**config.mk**
```make
export PLATFORM = sky130hd
export DESIGN_NAME = boot_mode_loader
export DESIGN_NICKNAME = d
export VERILOG_FILES = /design/src/rtl/boot_mode_loader_pkg.sv /design/src/rtl/boot_mode_loader.sv /design/src/rtl/boot_fifo.sv
export VERILOG_INCLUDE_DIRS = /design/src /design/src/rtl
export SDC_FILE = /design/constraint.sdc
export NUM_CORES = 1
export LEC_CHECK = 0
export ABC_AREA = 1
export BUFFER_PORTS_ARGS = -buffer_cell sky130_fd_sc_hd__buf_4
export CORE_ASPECT_RATIO = 1.5
export CORE_MARGIN = 2
export CORE_UTILIZATION = 30
export CTS_BUF_LIST = sky130_fd_sc_hd__clkbuf_16
export DETAILED_ROUTE_END_ITERATION = 10
export GPL_TIMING_DRIVEN = 0
export PLACE_DENSITY_LB_ADDON = 0.05
export SLEW_MARGIN = 20
export SYNTH_ARGS = -nofsm -noshare
export SYNTH_HDL_FRONTEND = slang
export SYNTH_SLANG_ARGS = --single-unit
```
**constraint.sdc**
```tcl
create_clock -name clk_in -period 6.31 [get_ports clk_in]
set_input_delay 1.262 -clock clk_in [delete_from_list [all_inputs] [get_ports clk_in]]
set_output_delay 1.262 -clock clk_in [all_outputs]
set_load 0.01 [all_outputs]
```
**src/rtl/boot_mode_loader_consts.svh**
```systemverilog
// Constants of the boot mode loader: codes, addresses, defaults, timings
// Assumes inclusion by the loader module only
`ifndef BOOT_MODE_LOADER_CONSTS_SVH
`define BOOT_MODE_LOADER_CONSTS_SVH
`define BSEL_IDLE      4'h0
`define BSEL_PFLASH    4'h1
`define BSEL_AFIFO     4'h2
`define BSEL_SPI_MEM   4'h3
`define BSEL_SPI_HOST  4'h4
`define BSEL_TW_MEM    4'h5
`define BSEL_TW_HOST   4'h6
`define BSEL_UART_HOST 4'h7
`define BSEL_DDR       4'ha
`define BSEL_OTP       4'hb
`define BSEL_NAND      4'hd
`define BSEL_HDMA16    4'he
`define BSEL_HDMA8     4'hf
`define PFLASH_START   32'h2000_0000
`define AFIFO_START    32'h2030_0000
`define DDR_START      32'h0000_0010
`define NAND_START     32'h0000_0000
`define SPI_RATE_DIV   8'h85
`define SPI_ADDR_BYTE  8'h00
`define TW_MEM_ADDR    8'ha0
`define TW_HOST_ADDR   7'h5f
`define TW_INT_ADDR    16'h0000
`define TW_PRESCALE    8'h0a
`define TW_TWO_WIRE_CLOCK_DIVIDER      16'h0811
`define PF_SETUP       4'h4
`define PF_ACCESS      4'hf
`define PF_HOLD        4'h3
`define NAND_CTL_VAL   16'h0033
`define NAND_SP_ACYC   3'h4
`define NAND_LP_ACYC   3'h5
`define NAND_SIG_BYTES 3'h4
`define UART_AUTOBAUD  8'h40
`define UART_ACK0      8'hbf
`define UART_ACK3      8'h00
`define FIFO_REQ_LOW   4'h2
`endif

```
**src/rtl/boot_mode_loader_pkg.sv**
```systemverilog
// Types of the boot mode loader
// Assumes the constants header is available for inclusion
package boot_mode_loader_pkg;
  typedef enum logic [4:0] {
    ST_RESET = 5'b00001,
    ST_IDLE  = 5'b00010,
    ST_SETUP = 5'b00100,
    ST_LOAD  = 5'b01000,
    ST_ACK   = 5'b10000
  } phase_e;

  typedef enum logic [1:0] {
    SRC_NONE = 2'h0,
    SRC_MASTER = 2'h1,
    SRC_SLAVE = 2'h2
  } category_e;

  typedef struct packed {
    logic [3:0]  mode;
    category_e   cat;
    logic [31:0] start_addr;
    logic        wait_used;
  } decode_s;

  typedef struct packed {
    logic [3:0]  setup;
    logic [3:0]  access;
    logic [3:0]  hold;
    logic        ready_en;
  } pf_timing_s;

  typedef struct packed {
    logic [7:0]  spi_div;
    logic [7:0]  tw_prescale;
    logic [15:0] tw_two_wire_clock_divider;
    logic [15:0] nand_ctl;
    logic [7:0]  tw_slave;
    logic [15:0] tw_int_addr;
  } periph_cfg_s;

  typedef struct packed {
    logic [7:0] page_code;
    logic [1:0] page_sz;
    logic       spare16;
    logic [1:0] block_sz;
    logic       bus16;
  } nand_geom_s;

  typedef struct packed {
    phase_e      phase;
    decode_s     dec;
    pf_timing_s  pf;
    periph_cfg_s cfg;
    nand_geom_s  geom;
    logic        wait_high;
    logic [31:0] addr;
    logic [1:0]  ack_idx;
    logic [2:0]  sig_cnt;
    logic [3:0]  req_cnt;
    logic        boot_done;
  } state_s;
endpackage

```
**src/rtl/boot_mode_loader.sv**
```systemverilog
// Boot source selection and loader front end
// Assumes one 200 MHz clock, synchronous active-low reset, synchronous pins
module boot_mode_loader
  import boot_mode_loader_pkg::*;
#(
  parameter int WORD_W     = 16,
  parameter int FIFO_DEPTH = 8
) (
  input  wire logic              clk_in,
  input  wire logic              rst_n_in,
  input  wire logic              soft_reset_in,
  input  wire logic [3:0]        boot_select_pins_in,
  input  wire logic              alt_wait_enable_fuse_in,
  input  wire logic              pf_ready_fuse_in,
  input  wire logic              wait_pull_sense_in,
  input  wire logic              loader_ready_in,
  input  wire logic              baud_detected_in,
  input  wire logic [7:0]        divisor_latch_low_in,
  input  wire logic [7:0]        divisor_latch_high_in,
  input  wire logic              clear_to_send_in,
  input  wire logic              tx_ready_in,
  input  wire logic              sig_valid_in,
  input  wire logic [7:0]        sig_byte_in,
  input  wire logic              src_valid_in,
  output logic                   src_ready_out,
  input  wire logic [WORD_W-1:0] src_data_in,
  output logic                   word_valid_out,
  input  wire logic              word_ready_in,
  output logic      [WORD_W-1:0] word_data_out,
  output logic                   default_wait_pin_out,
  output logic                   default_wait_pin_oe_n_out,
  output logic                   alternate_wait_pin_out,
  output logic                   alternate_wait_pin_oe_n_out,
  output logic                   fifo_word_request_n_out,
  output logic                   memory_select_gpio_n_out,
  output logic                   request_to_send_out,
  output logic                   nand_select_port_en_out,
  output logic                   nand_ready_port_en_out,
  output logic                   tx_valid_out,
  output logic      [7:0]        tx_byte_out,
  output logic                   boot_active_out,
  output logic                   boot_idle_out,
  output logic      [31:0]       load_addr_out,
  output logic      [3:0]        boot_mode_out,
  output pf_timing_s             pf_timing_out,
  output periph_cfg_s            periph_cfg_out,
  output nand_geom_s             nand_geom_out,
  output logic      [2:0]        nand_addr_cycles_out
);
`include "boot_mode_loader_consts.svh"

  ////////////////////////////////////////////////////////////////////////////
  // Decode
  function automatic decode_s decode_mode(input logic [3:0] code);
    decode_s d;
    d = '{mode: code, cat: SRC_NONE, start_addr: 32'h0000_0000, wait_used: 1'b0};
    unique case (code)
      `BSEL_PFLASH:    begin d.cat = SRC_MASTER; d.start_addr = `PFLASH_START; end
      `BSEL_AFIFO:     begin d.cat = SRC_MASTER; d.start_addr = `AFIFO_START;  end
      `BSEL_SPI_MEM:   d.cat = SRC_MASTER;
      `BSEL_TW_MEM:    d.cat = SRC_MASTER;
      `BSEL_DDR:       begin d.cat = SRC_MASTER; d.start_addr = `DDR_START;    end
      `BSEL_OTP:       d.cat = SRC_MASTER;
      `BSEL_NAND:      begin d.cat = SRC_MASTER; d.start_addr = `NAND_START;   end
      `BSEL_SPI_HOST:  begin d.cat = SRC_SLAVE; d.wait_used = 1'b1; end
      `BSEL_TW_HOST:   begin d.cat = SRC_SLAVE; d.wait_used = 1'b1; end
      `BSEL_UART_HOST: begin d.cat = SRC_SLAVE; d.wait_used = 1'b1; end
      `BSEL_HDMA16:    begin d.cat = SRC_SLAVE; d.wait_used = 1'b1; end
      `BSEL_HDMA8:     begin d.cat = SRC_SLAVE; d.wait_used = 1'b1; end
      default:         d.cat = SRC_NONE; // Idle and reserved codes
    endcase
    return d;
  endfunction

  ////////////////////////////////////////////////////////////////////////////
  // Data path buffer
  logic             buf_in_ready;
  logic             buf_in_valid;
  logic             loading;
  logic             ack_fire;
  logic [7:0]       ack_byte;
  state_s           s_q;
  state_s           s_d;

  assign loading      = (s_q.phase == ST_LOAD);
  assign buf_in_valid = src_valid_in && loading;
  assign src_ready_out = buf_in_ready && loading;

  boot_fifo #(.WIDTH(WORD_W), .DEPTH(FIFO_DEPTH)) u_buf (
    .clk_in        (clk_in),
    .rst_n_in      (rst_n_in),
    .in_valid_in   (buf_in_valid),
    .in_ready_out  (buf_in_ready),
    .in_data_in    (src_data_in),
    .out_valid_out (word_valid_out),
    .out_ready_in  (word_ready_in),
    .out_data_out  (word_data_out)
  );

  always_comb
  begin
    unique case (s_q.ack_idx)
      2'd0: ack_byte = `UART_ACK0;
      2'd1: ack_byte = divisor_latch_low_in;
      2'd2: ack_byte = divisor_latch_high_in;
      2'd3: ack_byte = `UART_ACK3;
    endcase
  end
  assign ack_fire = (s_q.phase == ST_ACK) && tx_ready_in;

  ////////////////////////////////////////////////////////////////////////////
  // State update
  always_comb
  begin
    s_d = s_q;
    if (s_q.req_cnt != 4'h0)
      s_d.req_cnt = s_q.req_cnt - 4'h1;
    unique case (s_q.phase)
      ST_RESET:
      begin
        s_d.dec       = decode_mode(boot_select_pins_in);
        s_d.wait_high = wait_pull_sense_in;
        s_d.phase     = (s_d.dec.cat == SRC_NONE)
                        ? ST_IDLE : ST_SETUP;
      end
      ST_IDLE: s_d.phase = ST_IDLE;
      ST_SETUP:
      begin
        s_d.pf   = '{setup: `PF_SETUP, access: `PF_ACCESS, hold: `PF_HOLD,
                     ready_en: pf_ready_fuse_in};
        s_d.cfg  = '{spi_div: `SPI_RATE_DIV, tw_prescale: `TW_PRESCALE,
                     tw_two_wire_clock_divider: `TW_TWO_WIRE_CLOCK_DIVIDER, nand_ctl: `NAND_CTL_VAL,
                     tw_slave: (s_q.dec.mode == `BSEL_TW_HOST) ? {1'b0, `TW_HOST_ADDR}
                               : `TW_MEM_ADDR,
                     tw_int_addr: `TW_INT_ADDR};
        s_d.addr = s_q.dec.start_addr;
        if (s_q.dec.mode == `BSEL_UART_HOST)
        begin
          if (baud_detected_in)
          begin
            s_d.phase   = ST_ACK;
            s_d.ack_idx = 2'd0;
          end
        end
        else
          s_d.phase = ST_LOAD;
      end
      ST_ACK:
      begin
        if (ack_fire)
        begin
          s_d.ack_idx = s_q.ack_idx + 2'd1;
          if (s_q.ack_idx == 2'd3)
            s_d.phase = ST_LOAD;
        end
      end
      ST_LOAD:
      begin
        if (sig_valid_in && s_q.dec.mode == `BSEL_NAND)
        begin
          if (s_q.sig_cnt != `NAND_SIG_BYTES)
            s_d.sig_cnt = s_q.sig_cnt + 3'h1;
          if (s_q.sig_cnt == `NAND_SIG_BYTES - 3'h1)
            s_d.geom = '{page_code: sig_byte_in, page_sz: sig_byte_in[1:0],
                         spare16: sig_byte_in[2], block_sz: sig_byte_in[5:4],
                         bus16: sig_byte_in[6]};
        end
        if (buf_in_valid && buf_in_ready)
        begin
          s_d.addr = s_q.addr + 32'h2;
          if (s_q.dec.mode == `BSEL_AFIFO)
            s_d.req_cnt = `FIFO_REQ_LOW;
        end
        if (loader_ready_in && !word_valid_out && !src_valid_in)
          s_d.boot_done = 1'b1;
      end
      default: s_d.phase = ST_RESET;
    endcase
    if (soft_reset_in)
    begin
      s_d.phase   = ST_RESET;
      s_d.req_cnt = 4'h0;
      s_d.sig_cnt = 3'h0;
    end
  end

  always_ff @(posedge clk_in)
  begin
    if (!rst_n_in)
      s_q <= '{phase: ST_RESET, dec: '{mode: 4'h0, cat: SRC_NONE, start_addr: 32'h0,
               wait_used: 1'b0}, pf: '0, cfg: '0, geom: '0, wait_high: 1'b1,
               addr: 32'h0, ack_idx: 2'd0, sig_cnt: 3'h0, req_cnt: 4'h0,
               boot_done: 1'b0};
    else
      s_q <= s_d;
  end

  ////////////////////////////////////////////////////////////////////////////
  // Pins
  logic wait_level;
  logic wait_drive;
  logic is_nand;
  // Ready asserts to the inactive level of the sensed pull
  assign wait_level = (loading && buf_in_ready) ? ~s_q.wait_high : s_q.wait_high;
  assign is_nand    = (s_q.dec.mode == `BSEL_NAND);
  assign wait_drive = s_q.dec.wait_used && !is_nand &&
                      (s_q.phase != ST_RESET) && (s_q.phase != ST_IDLE);

  assign default_wait_pin_out        = wait_level;
  assign default_wait_pin_oe_n_out   = !(wait_drive && !alt_wait_enable_fuse_in);
  assign alternate_wait_pin_out      = wait_level;
  assign alternate_wait_pin_oe_n_out = !(wait_drive && alt_wait_enable_fuse_in);
  assign fifo_word_request_n_out     = (s_q.req_cnt == 4'h0);
  assign memory_select_gpio_n_out    = !(loading && s_q.dec.mode == `BSEL_SPI_MEM);
  // Clear-to-send is never looked at during boot
  assign request_to_send_out = (s_q.dec.mode == `BSEL_UART_HOST) && loading &&
                               buf_in_ready;
  assign nand_select_port_en_out = is_nand && loading;
  assign nand_ready_port_en_out  = is_nand && loading;
  assign tx_valid_out   = (s_q.phase == ST_ACK);
  assign tx_byte_out    = ack_byte;
  assign boot_active_out = loading || (s_q.phase == ST_ACK) || (s_q.phase == ST_SETUP);
  assign boot_idle_out  = (s_q.phase == ST_IDLE);
  assign load_addr_out  = s_q.addr;
  assign boot_mode_out  = s_q.dec.mode;
  assign pf_timing_out  = s_q.pf;
  assign periph_cfg_out = s_q.cfg;
  assign nand_geom_out  = s_q.geom;
  assign nand_addr_cycles_out = (s_q.geom.page_code != 8'h00) ? `NAND_LP_ACYC
                                : `NAND_SP_ACYC;

  ////////////////////////////////////////////////////////////////////////////
  // Checks
  AST_IDLE_NO_LOAD: assert property (@(posedge clk_in) disable iff (!rst_n_in)
    s_q.phase == ST_IDLE |-> !src_ready_out && memory_select_gpio_n_out)
    else $error("idle state accepted data");
  AST_RESERVED_IDLE: assert property (@(posedge clk_in) disable iff (!rst_n_in)
    rst_n_in && s_q.phase == ST_RESET && !soft_reset_in && boot_select_pins_in inside
    {4'h8, 4'h9, 4'hc} |=> s_q.phase == ST_IDLE)
    else $error("reserved code did not idle");
  AST_SAMPLE_MODE: assert property (@(posedge clk_in) disable iff (!rst_n_in)
    rst_n_in && s_q.phase == ST_RESET && !soft_reset_in
    |=> boot_mode_out == $past(boot_select_pins_in))
    else $error("select pins not sampled");
  AST_NAND_FLOAT: assert property (@(posedge clk_in) disable iff (!rst_n_in)
    is_nand |-> default_wait_pin_oe_n_out && alternate_wait_pin_oe_n_out)
    else $error("wait pin driven in nand boot");
  AST_ALT_WAIT: assert property (@(posedge clk_in) disable iff (!rst_n_in)
    alt_wait_enable_fuse_in |-> default_wait_pin_oe_n_out)
    else $error("default wait pin driven with fuse set");
  AST_FIFO_PULSE: assert property (@(posedge clk_in) disable iff (!rst_n_in || soft_reset_in)
    loading && s_q.dec.mode == `BSEL_AFIFO && buf_in_valid && buf_in_ready
    |=> !fifo_word_request_n_out [*2] ##1 fifo_word_request_n_out || buf_in_valid)
    else $error("fifo request pulse wrong");
  AST_ACK_FIRST: assert property (@(posedge clk_in) disable iff (!rst_n_in)
    s_q.phase == ST_ACK && s_q.ack_idx == 2'd0 |-> tx_byte_out == 8'hbf)
    else $error("ack byte zero wrong");
  AST_TIMING: assert property (@(posedge clk_in) disable iff (!rst_n_in)
    loading |-> pf_timing_out.setup == 4'h4 && pf_timing_out.access == 4'hf
    && pf_timing_out.hold == 4'h3 && periph_cfg_out.spi_div == 8'h85
    && periph_cfg_out.tw_two_wire_clock_divider == 16'h0811)
    else $error("default timing wrong");
  AST_RTS_OFF: assert property (@(posedge clk_in) disable iff (!rst_n_in)
    !buf_in_ready |-> !request_to_send_out)
    else $error("request to send not held off");
  AST_NAND_ROUTE: assert property (@(posedge clk_in) disable iff (!rst_n_in)
    loading && is_nand |-> nand_select_port_en_out && nand_ready_port_en_out
    && periph_cfg_out.nand_ctl == 16'h0033)
    else $error("nand routing or control value wrong");
endmodule

```
**src/rtl/boot_fifo.sv**
```systemverilog
// Synchronous word FIFO with valid/ready on both sides
// Assumes one clock and synchronous active-low reset
module boot_fifo #(
  parameter int WIDTH = 16,
  parameter int DEPTH = 8
) (
  input  wire logic             clk_in,
  input  wire logic             rst_n_in,
  input  wire logic             in_valid_in,
  output logic                  in_ready_out,
  input  wire logic [WIDTH-1:0] in_data_in,
  output logic                  out_valid_out,
  input  wire logic             out_ready_in,
  output logic      [WIDTH-1:0] out_data_out
);
  localparam int AW = $clog2(DEPTH);
  logic [WIDTH-1:0] mem_q [DEPTH];
  logic [AW-1:0]    wr_q;
  logic [AW-1:0]    rd_q;
  logic [AW:0]      cnt_q;
  logic             push;
  logic             pop;

  assign in_ready_out  = (cnt_q != (AW+1)'(DEPTH));
  assign out_valid_out = (cnt_q != '0);
  assign push          = in_valid_in && in_ready_out;
  assign pop           = out_valid_out && out_ready_in;
  assign out_data_out  = mem_q[rd_q];

  always_ff @(posedge clk_in)
  begin
    if (!rst_n_in)
    begin
      wr_q  <= '0;
      rd_q  <= '0;
      cnt_q <= '0;
    end
    else
    begin
      if (push)
      begin
        mem_q[wr_q] <= in_data_in;
        wr_q        <= (wr_q == AW'(DEPTH-1)) ? '0 : wr_q + 1'b1;
      end
      if (pop)
        rd_q <= (rd_q == AW'(DEPTH-1)) ? '0 : rd_q + 1'b1;
      cnt_q <= cnt_q + (AW+1)'(push) - (AW+1)'(pop);
    end
  end
endmodule

```
Yosys cells after proc, flatten, opt, wreduce, memory -nomap -nowiden
Memories as Yosys holds them, arrays and structs flattened. A register that Yosys moved wholly into a read port is not among the register bits.
Cells that the tools add are included.
- memories kept: 1
- register bits: 122
- bits in writable memories: 128
- input bits: 57
- output and inout port bits: 176
- memory list (name ; words ; width ; rd ports ; clocked after memory_dff ; write ports ; RTL line ; text):
    u_buf.mem_q ; 8 ; 16 ; 1 ; 1 ; 1 ; boot_fifo.sv:17 ; logic [WIDTH-1:0] mem_q [DEPTH];
- bitwise gates (word level): 3
- add/subtract/negate cells: 8
- mux-type cells: 32
- reduce and logical (&&, ||, !) cells: 43
- equality and inequality tests: 38
- operators by type and width (kind ; number):
    30-bit one-hot mux with 3 select lines ; 1
    32-bit one-hot mux with 2 select lines ; 1
    32-bit by 2-bit adder with 32-bit output, second input constant ; 1
    32-bit 2-to-1 mux ; 1
    8-bit one-hot mux with 4 select lines ; 1
    5-bit 2-to-1 mux ; 5
    5-bit one-hot mux with 5 select lines ; 1
    4-bit by 3-bit == test with 1-bit output, second input constant ; 6
    4-bit == test, second input constant ; 6
    1-bit logical AND ; 17
    4-bit by 2-bit == test with 1-bit output, second input constant ; 4
    3-bit 2-to-1 mux ; 5
    4-bit 2-to-1 mux ; 3
    3-bit by 1-bit adder with 3-bit output, second input constant ; 3
    2-bit 2-to-1 mux ; 4
    8-bit 2-to-1 mux ; 1
    2-bit one-hot mux with 2 select lines ; 2
    4-bit AND reduction ; 2
    4-bit nonzero test ; 2
    8-bit nonzero test ; 1
    1-bit logical NOT ; 7
    1-bit 2-to-1 mux ; 7
    7-bit OR reduction ; 1
    3-bit == test, second input constant ; 2
    other kinds (28) ; 40

Longest topological paths before layout
Gate-level depths: netlist (run 1).
- depth in word-level cells: 7
- gate-level depth with buffers: 13

By module
From an unflattened synthesis (run 1), not the netlist that was laid out.
- cells, all modules: 1358
- area total of the unflattened synthesis: 11073.1 um2
- modules (own cells, without submodules) (module ; area an instance (um2) ; times used ; cells an instance):
    boot_fifo ; 6309.8 ; 1 ; 648
    boot_mode_loader ; 4763.3 ; 1 ; 710

Worst setup path before layout (run 1)
OpenSTA, ideal clock, no wires.
- kind: input port to flip-flop
- start point: input port src_valid_in
- end point: memory u_buf.mem_q[3][0] (enable)
- buffers on the path: 1
- path slack: 3.050 ns
- arrival: 2.850 ns
- stages on the path: 5
- cells stage by stage: nand3_1 buf_2 nor2_2 nand2_1 nor3_1
- longest elaborated chain between the ends: 5
- ends and longest elaborated chain (what ; RTL line ; text):
    start, declared ; boot_mode_loader.sv:24 ; input wire logic src_valid_in,
    1-bit logical AND ; boot_mode_loader.sv:86 ; assign buf_in_valid = src_valid_in && loading;
    1-bit logical AND ; boot_fifo.sv:26 ; assign push = in_valid_in && in_ready_out;
    1-bit 2-to-1 mux ; boot_fifo.sv:40 ; if (push)
    1-bit 2-to-1 mux ; boot_fifo.sv:32 ; if (!rst_n_in)
    1-bit 2-to-1 mux (implied by the code) ; boot_fifo.sv:42 ; mem_q[wr_q] <= in_data_in;
    end, declared ; boot_fifo.sv:17 ;
Every way passes these cells.

==> results of run 1 <==
worst max-delay path, cell delays in order (launching register included):
cell and delay [ps]:
sky130_fd_sc_hd__dfxtp_1 300, sky130_fd_sc_hd__buf_2 180, sky130_fd_sc_hd__inv_2 170, sky130_fd_sc_hd__buf_1 620, sky130_fd_sc_hd__nor2_1 80, sky130_fd_sc_hd__o32ai_1 260
sky130_fd_sc_hd__nand2_1 100, sky130_fd_sc_hd__nand2_1 120, sky130_fd_sc_hd__buf_4 140
cell usage after synthesis (all sizes together) (3+ instances only):
cell type / count / area [um2]
o32ai: 32 / 280
nand2: 189 / 727
dfxtp: 79 / 1580
buf: 153 / 1120
xor2: 5 / 43.8
a221o: 7 / 70.1
inv: 91 / 342
a21oi: 55 / 275
o21ai: 70 / 350
nor3: 14 / 81.3
ha: 19 / 238
a211oi: 4 / 30.0
clkbuf: 27 / 101
or2: 3 / 18.8
nand4: 15 / 109
edfxtp: 128 / 3840
nor2: 204 / 791
nand3: 30 / 155
o21bai: 5 / 37.5
nand3b: 5 / 37.5
power groups by stage:
| stage | Combinational [mW] | Sequential (mW) | Clock [mW] |
|---|---|---|---|
| 2_1_floorplan | 0.551 | 1.52 | 0 |
| 3_3_place_gp | 0.940 | 1.53 | 0 |
| 3_5_place_dp | 0.941 | 1.53 | 0 |
| 4_1_cts | 0.947 | 1.50 | 1.34 |
| 5_1_grt | 1.03 | 1.50 | 1.40 |
| 6_report | 0.923 | 1.50 | 1.30 |
worst min-delay path by stage:
stage	cells after the start	end	start
2_1_floorplan	2	s_q[142]	s_q[142]
3_3_place_gp	2	nand_geom_out[13]	nand_geom_out[13]
5_1_grt	2	s_q[147]	s_q[147]
4_1_cts	2	nand_geom_out[13]	nand_geom_out[13]
6_report	2	nand_geom_out[13]	nand_geom_out[13]
3_5_place_dp	2	nand_geom_out[13]	nand_geom_out[13]
layer usage:
layer  vias to the layer above  global-route usage, %  routed length, um
li1                       4206                      -                  -
met1                      3912                   17.3              11300
met2                       184                   34.1              17600
met3                        40                   2.54               1280
met4                         0                   5.05                637
met5                         -                      0                  0
area by class of cell:
class,instances,area share [%]
Tap cell,425,4.00
Inverter,91,2.57
Clock buffer,23,4.32
Multi-Input combinational cell,732,27.3
Clock inverter,19,1.04
Timing Repair Buffer,185,10.7
Sequential cell,207,40.8
Buffer,180,9.21
flip-flops by register name, indices dropped and copies added, names as in the netlist, named ones only:
register / flops
boot_mode_out: 4
load_addr_out: 31
nand_geom_out: 8
periph_cfg_out: 3
pf_timing_out: 1
s_q: 19
u_buf.cnt_q: 4
u_buf.mem_q: 128
u_buf.rd_q: 3
u_buf.wr_q: 3
cell families after synthesis:
logic type	after synthesis	share of synthesized area [%]
compound gates	181	10.7
xor+xnor	7	0.591
fa+ha+maj	20	2.48
buf+inv	271	15.1
flops	207	52.3
other cells	2	0.0724
simple gates	464	18.8
stage by stage:
step	hold slack [ps]	instance area, um2	setup slack (ps)	std cells
floorplan	429	10600	3050	1210
global placement	454	12400	1100	1804
detailed placement	456	12600	2850	1820
CTS	469	13300	2450	1862
global route	484	13300	2380	1862
finish	466	13300	2560	1862
==> impl.org, run 1 <==
** Run status
- Status :: finished clean

** Detailed routing
- The routed layout has 8342 vias.
- Mean number of vias per cell :: 4.48
- The final layout contains routed wiring with a total length of 30800 um.
- In the final routed layout, each cell accounts on average for 16.6 um.
- Number of design-rule violations left by the first detailed-router iteration :: 418
- Antenna-violating nets left :: 0
- 1st-pass router iterations :: 7
- # DRC :: 0

** Critical path
- At the worst endpoint, the arrival time is 2490 ps.
- Count of cells along the worst register-to-register path :: 10
- Across all register-to-register paths, the minimum setup slack is 3620 ps.
- Startpoint of the worst register-to-register path :: s_q[181]
- Category of the critical setup timing path :: reg -> out
- Following the worst setup path forward leads to its endpoint at word_data_out[6].
- Worst Setup Start Kind :: register
- The endpoint identified for the worst register-to-register timing path is u_buf.mem_q[1][15].
- For the worst setup path, the data required time is 5050 ps.
- Element type at the critical path end :: primary output
- Largest fanout of any net on the critical path :: 10

** Timing
- Max Freq :: 267 MHz
- Headroom to the max-slew limit came out at 45.8%.
- Final min period :: 3750 ps
- Endpoints failing setup :: 0
- Setup repair after global routing left no endpoint under its margin.
- Part of the cycle the worst path needs :: 59.4%
- The final hold violation count is 0.
- Worst Tran Pin Value :: 809 ps
- The count of final max-slew check failures was 0.
- On the final layout, the worst clock skew is 22.9 ps.
- Setup TNS after final layout :: 0 ps

** Layout
- Number of inserted filler cells in the final layout :: 3534
- Most common library cell in the layout ignoring fill and taps :: sky130_fd_sc_hd__buf_4
- P&R area growth vs syn :: 28.3%
- Commonest cells after routing, fill and taps aside :: sky130_fd_sc_hd__buf_4, sky130_fd_sc_hd__nor2_1, sky130_fd_sc_hd__nand2_1, sky130_fd_sc_hd__edfxtp_1, sky130_fd_sc_hd__inv_1
- Of the cells placed in the final design, the portion with a size suffix greater than 1 is 27.3%.
- Inserted Diodes :: 0
- At the end of the flow the core is filled with cells to 38.9%.
- Summing all multi-input logic gate instances after layout gives 3640 um2.
- After the last flow step, the layout net total stands at 1497.
- Sequential cell area :: 5430 um2

** Power
- Areal power density over the cells :: 279 nW/um2
- Share of total power in the clock network :: 34.9%
- Net switching power of the design :: 1.15 mW
- Power share of the sequential group :: 40.3%
- P_int :: 2.57 mW
- VDD sags by at most 0.141 mV.
- Share of total power in combinational logic :: 24.8%
- For this design the static power due to leakage is 5.63 nW.
- Total power for the finished layout comes to 3.72 mW.
- Net switching is 30.8% of the power.

** Yosys
- After synthesis the cells add up to 10400 um2.
- Avg Synthesized Cell Area :: 9.00 um2
- For this run, asynchronously set or reset flops after synthesis account for 0%.
- Flip-flop and latch count after synthesis :: 207
- Fraction of the yosys area taken by sequential cells :: 52.3%
- For this run, the number of Yosys warnings is 0.
- The synthesized design contains 128 enable-type register cells.
- In the synthesized netlist the dominant register cell turns out to be sky130_fd_sc_hd__edfxtp_1.
- Number of distinct library cells after synthesis :: 44
- Cells after Synth :: 1152

** Worst hold path
- Classification of the worst-slack hold path :: reg -> reg

** Floorplanning
- Initial cell density of the core :: 30.4%
- # IOs :: 233
- The floorplan step defined a die boundary enclosing 36100 um2.
- The floorplan step set the die height to 232 um.
- The floorplan has 83 rows.
- The die is 156 um wide.
- Area of the core :: 34200 um2

** Global route
- Pin count of the biggest net entering global routing :: 21
- Global routing finished with a remaining overflow of 0.
- Total GRT Usage :: 16.8%
- The via count of the first global-routing pass came to 8201.
- The number of antenna violations at the first check in global routing was 0.
- Wire length of the first global-routing pass :: 46400 um

** Placed design
- I/O Buffers :: 169
- Once detailed placement completed, the half-perimeter wirelength came to 23000 um.
- At the end of routability-driven placement, the weighted congestion stood at 0.808.

** Clock network
- The clock passes through at most 3 buffers.
- Number of buffers added to fix hold violations after cts :: 0
- Number of setup buffers added after CTS :: 0
- CTS sink count :: 207
- Number of buffers inserted during clock tree synthesis :: 23
- H-tree depth :: 1
- CTS placed an instance of sky130_fd_sc_hd__clkbuf_16 at the clock tree root.
- Clock latency on the worst-skew pair, taken at its later pin, is 530 ps.
- Post-cts repair resize count :: 0
- CTS tree :: built
- After clock tree synthesis, the clock-pin slew on the worst setup and hold paths is 70 ps.

** Run
- The tool flagged a number of max-cap violations equal to 0.
No activity file was read; power rests on OpenSTA's default activity.
==> run 2, diff against run 1 <==
Clock period 6.31 ns to 3.2 ns, I/O delays scaled along.
==> run 2 against run 1 <==
Clock skew fell by 0.80 ps. Sequential power rose by 97%. Critical endpoint is now word_data_out[7]. Clock power rose by 97%. Total power rose by 97%. Largest power group unchanged. Largest cell class unchanged.
==> impl.org, run 2 (same netlist as run 1, synthesis figures left out) <==
** Global route
- The wire length of the first global-routing pass was 46400 um (unchanged).
- The via count of the first global-routing pass came to 8201 (unchanged).
- Total overflow reported by the global router :: 0 (unchanged)
- The global routing usage summed across all routing layers is 16.8% (unchanged).
- The number of antenna violations at the first check in global routing was 0 (unchanged).
- Pin count of the biggest net entering global routing :: 21 (unchanged)

** Floorplanning
- Initial cell density of the core :: 30.4% (unchanged)
- # IOs :: 233 (unchanged)
- The floorplan die area came to 36100 um2 (unchanged).
- The vertical extent of the die came to 232 um (unchanged).
- The standard-cell row count came to 83 (unchanged).
- Area of the core :: 34200 um2 (unchanged)
- Die width :: 156 um (unchanged)

** Power
- Pleak :: 5.66 nW (+0.50%)
- The power per cell area was 551 nW/um2 (+97%).
- Max VDD drop :: 0.279 mV (+97%)
- The overall power of the completed layout came to 7.34 mW (+97%).

** Critical path
- Largest fanout of any net on the critical path :: 10 (unchanged)
- The worst setup path is launched from a register.
- Cell at the slowest stage of the critical path :: sky130_fd_sc_hd__clkbuf_1
- Critical Path Max Stage Delay :: 650 ps (+30 ps)
- Category of the critical setup timing path :: reg -> out
- The critical path goes through clkbuf_1 -> clkbuf_1 -> o32ai_1 -> nand2_1 -> nand2_1 -> buf_4.
- Crit path arrival time :: 2410 ps (-80 ps)
- The worst setup path is captured at a primary output.
- Required time of the critical path :: 2560 ps (-2490 ps)

** Layout
- Sequential cell area :: 5430 um2 (unchanged)
- Area of all placed cells without fillers :: 13300 um2 (about the same)
- The net count reported at finish was 1497 (unchanged).
- Number of inserted filler cells in the final layout :: 3534 (unchanged)
- Commonest cells after routing, fill and taps aside :: sky130_fd_sc_hd__buf_4, sky130_fd_sc_hd__nor2_1, sky130_fd_sc_hd__nand2_1, sky130_fd_sc_hd__edfxtp_1, sky130_fd_sc_hd__inv_1
- The multi-input gate area in the final layout was 3640 um2 (unchanged).
- Ranked by flip-flop count, first place goes to u_buf.mem_q.
- The number of inserted diodes came to 0 (unchanged).
- Count of non-filler cells in the finished layout :: 1862 (unchanged)
- The number of flip-flops in the largest register was 128 (unchanged).
- Final core area utilization :: 39.0% (about the same)
- Most common library cell in the layout ignoring fill and taps :: sky130_fd_sc_hd__buf_4
- The ratio of cells with drive above 1 in the final layout is 28.0% (+0.63 points).
- The area added between synthesis and finish came to 28.4% (about the same).

** Detailed routing
- The detailed-router iteration count before antenna repair came to 5 (-2).
- The via-per-instance ratio was 4.48 (about the same).
- The number of nets still failing antenna checks after routing came to 0 (unchanged).
- The total wirelength of the detailed-routed design is 30900 um (+0.15%).
- Average wire length per cell after detail routing :: 16.6 um (+0.15%)
- The count of routing violations after the opening detailed-route iteration was 406 (-2.9%).
- The overall via count from detail_route came to 8345 (+0.036%).
- The residual DRC count is 0 (unchanged).

** Clock network
- CTS sink count :: 207 (unchanged)
- Number of setup buffers added after CTS :: 0 (unchanged)
- CTS tree :: built
- The number of buffers added to fix hold violations after cts was 0 (unchanged).
- Latest clock arrival within the worst-skew pair :: 530 ps (about the same)
- Master cell of the clock root buffer :: sky130_fd_sc_hd__clkbuf_16
- H-tree depth :: 1 (unchanged)
- The number of buffers between clock root and the deepest sink was 3 (unchanged).
- The number of buffers inserted during clock tree synthesis was 23 (unchanged).
- The clock transition at the registers of the reported paths is 60 ps (about the same).

** Timing
- The worst max-slew margin expressed relative to the limit came to 46.0% (+0.19 points).
- Part of the cycle the worst path needs :: 95.2%
- The slew at the pin closest to its max-slew limit came to 806 ps (-2.81 ps).
- Final Skew :: 22.1 ps (-0.798 ps)
- The count of final max-slew check failures is 0 (unchanged).
- Setup repair after global routing missed its margin :: false
- Static timing analysis puts the maximum clock frequency at 328 MHz.
- Endpoints failing setup :: 0 (unchanged)
- After layout, the minimum clock period comes to 3050 ps.
- Hold Vio Cnt, Final :: 0 (unchanged)

** Placed design
- Post-detailed-placement cell area :: 12600 um2 (unchanged)
- The placed wire-length estimate was 23000 um (unchanged).
- Routability-driven placement congestion ratio :: 0.808 (unchanged)
- I/O Buffers :: 169 (unchanged)
- Number of placed instances with taps included :: 1820 (unchanged)

** Worst hold path
- Classification of the worst-slack hold path :: in -> reg

** Run
- The number of maximum-capacitance constraint violations came to 0 (unchanged).

** Run status
- The run finished with clean final reports.
==> run 2: cell count changes in the layout (fill, tap and decap cells not counted), sizes merged <==
cell and delta:
clkbuf +1, buf -1
==> run 2: what timing repair did <==
action / CTS / global route
resized for setup: 1 / 15
setup endpoints to repair: 2 / 15
gates cloned: 0 / 0
==> run 2: path summary, 6_finish.rpt <==
| kind | from | endpoint | slack [ps] | cells past startpoint |
|---|---|---|---|---|
| worst max register to register | s_q[181] | u_buf.mem_q[1][15] | 510 | 10 |
| worst min-delay path | wait_pull_sense_in | s_q[42] | 310 | 3 |
| worst min register to register | nand_geom_out[13] | nand_geom_out[13] | 470 | 2 |
| worst max-delay path | register | word_data_out[7] | 150 | 6 |
==> run 2: area by class of cell <==
type | count | share of cell area [%]
Sequential cell | 207 | 40.7
Multi-Input combinational cell | 732 | 27.3
Timing Repair Buffer | 185 | 10.7
Buffer | 180 | 9.29
Clock buffer | 23 | 4.32
Tap cell | 425 | 3.99
Inverter | 91 | 2.56
Clock inverter | 19 | 1.04
==> run 2: power by group <==
group	internal (mW)	switching [mW]
sequential	2.91	0.0477
clock	1.46	1.10
combinational	0.706	1.12
total	5.08	2.27
==> run 2: worst max-delay path: cells and delay by family (launching register included) <==
family	cells	cell delay [ps]
DFF	1	300
AOI/OAI and AO/OA	1	210
buffers and inverters	3	1190
and+or+nand+nor	2	190
==> run 2: per-layer routing <==
| metal | share of wire [%] | vias up | global-route usage, % |
|---|---|---|---|
| li1 | - | 4205 | - |
| met1 | 36 | 3911 | 17.3 |
| met2 | 57 | 193 | 34.1 |
| met3 | 4.5 | 36 | 2.54 |
| met4 | 1.8 | 0 | 5.05 |
| met5 | 0 | - | 0 |
==> run 2: through the flow <==
| step | worst slack (ps) | hold WS [ps] | TNS (ps) |
|---|---|---|---|
| detailed placement | 364 | 456 | 0 |
| floorplan | 560 | 429 | 0 |
| global route | 26.0 | 304 | 0 |
| CTS | 14.7 | 286 | 0 |
| finish | 154 | 312 | 0 |
| global placement | -1390 | 454 | -137330 |
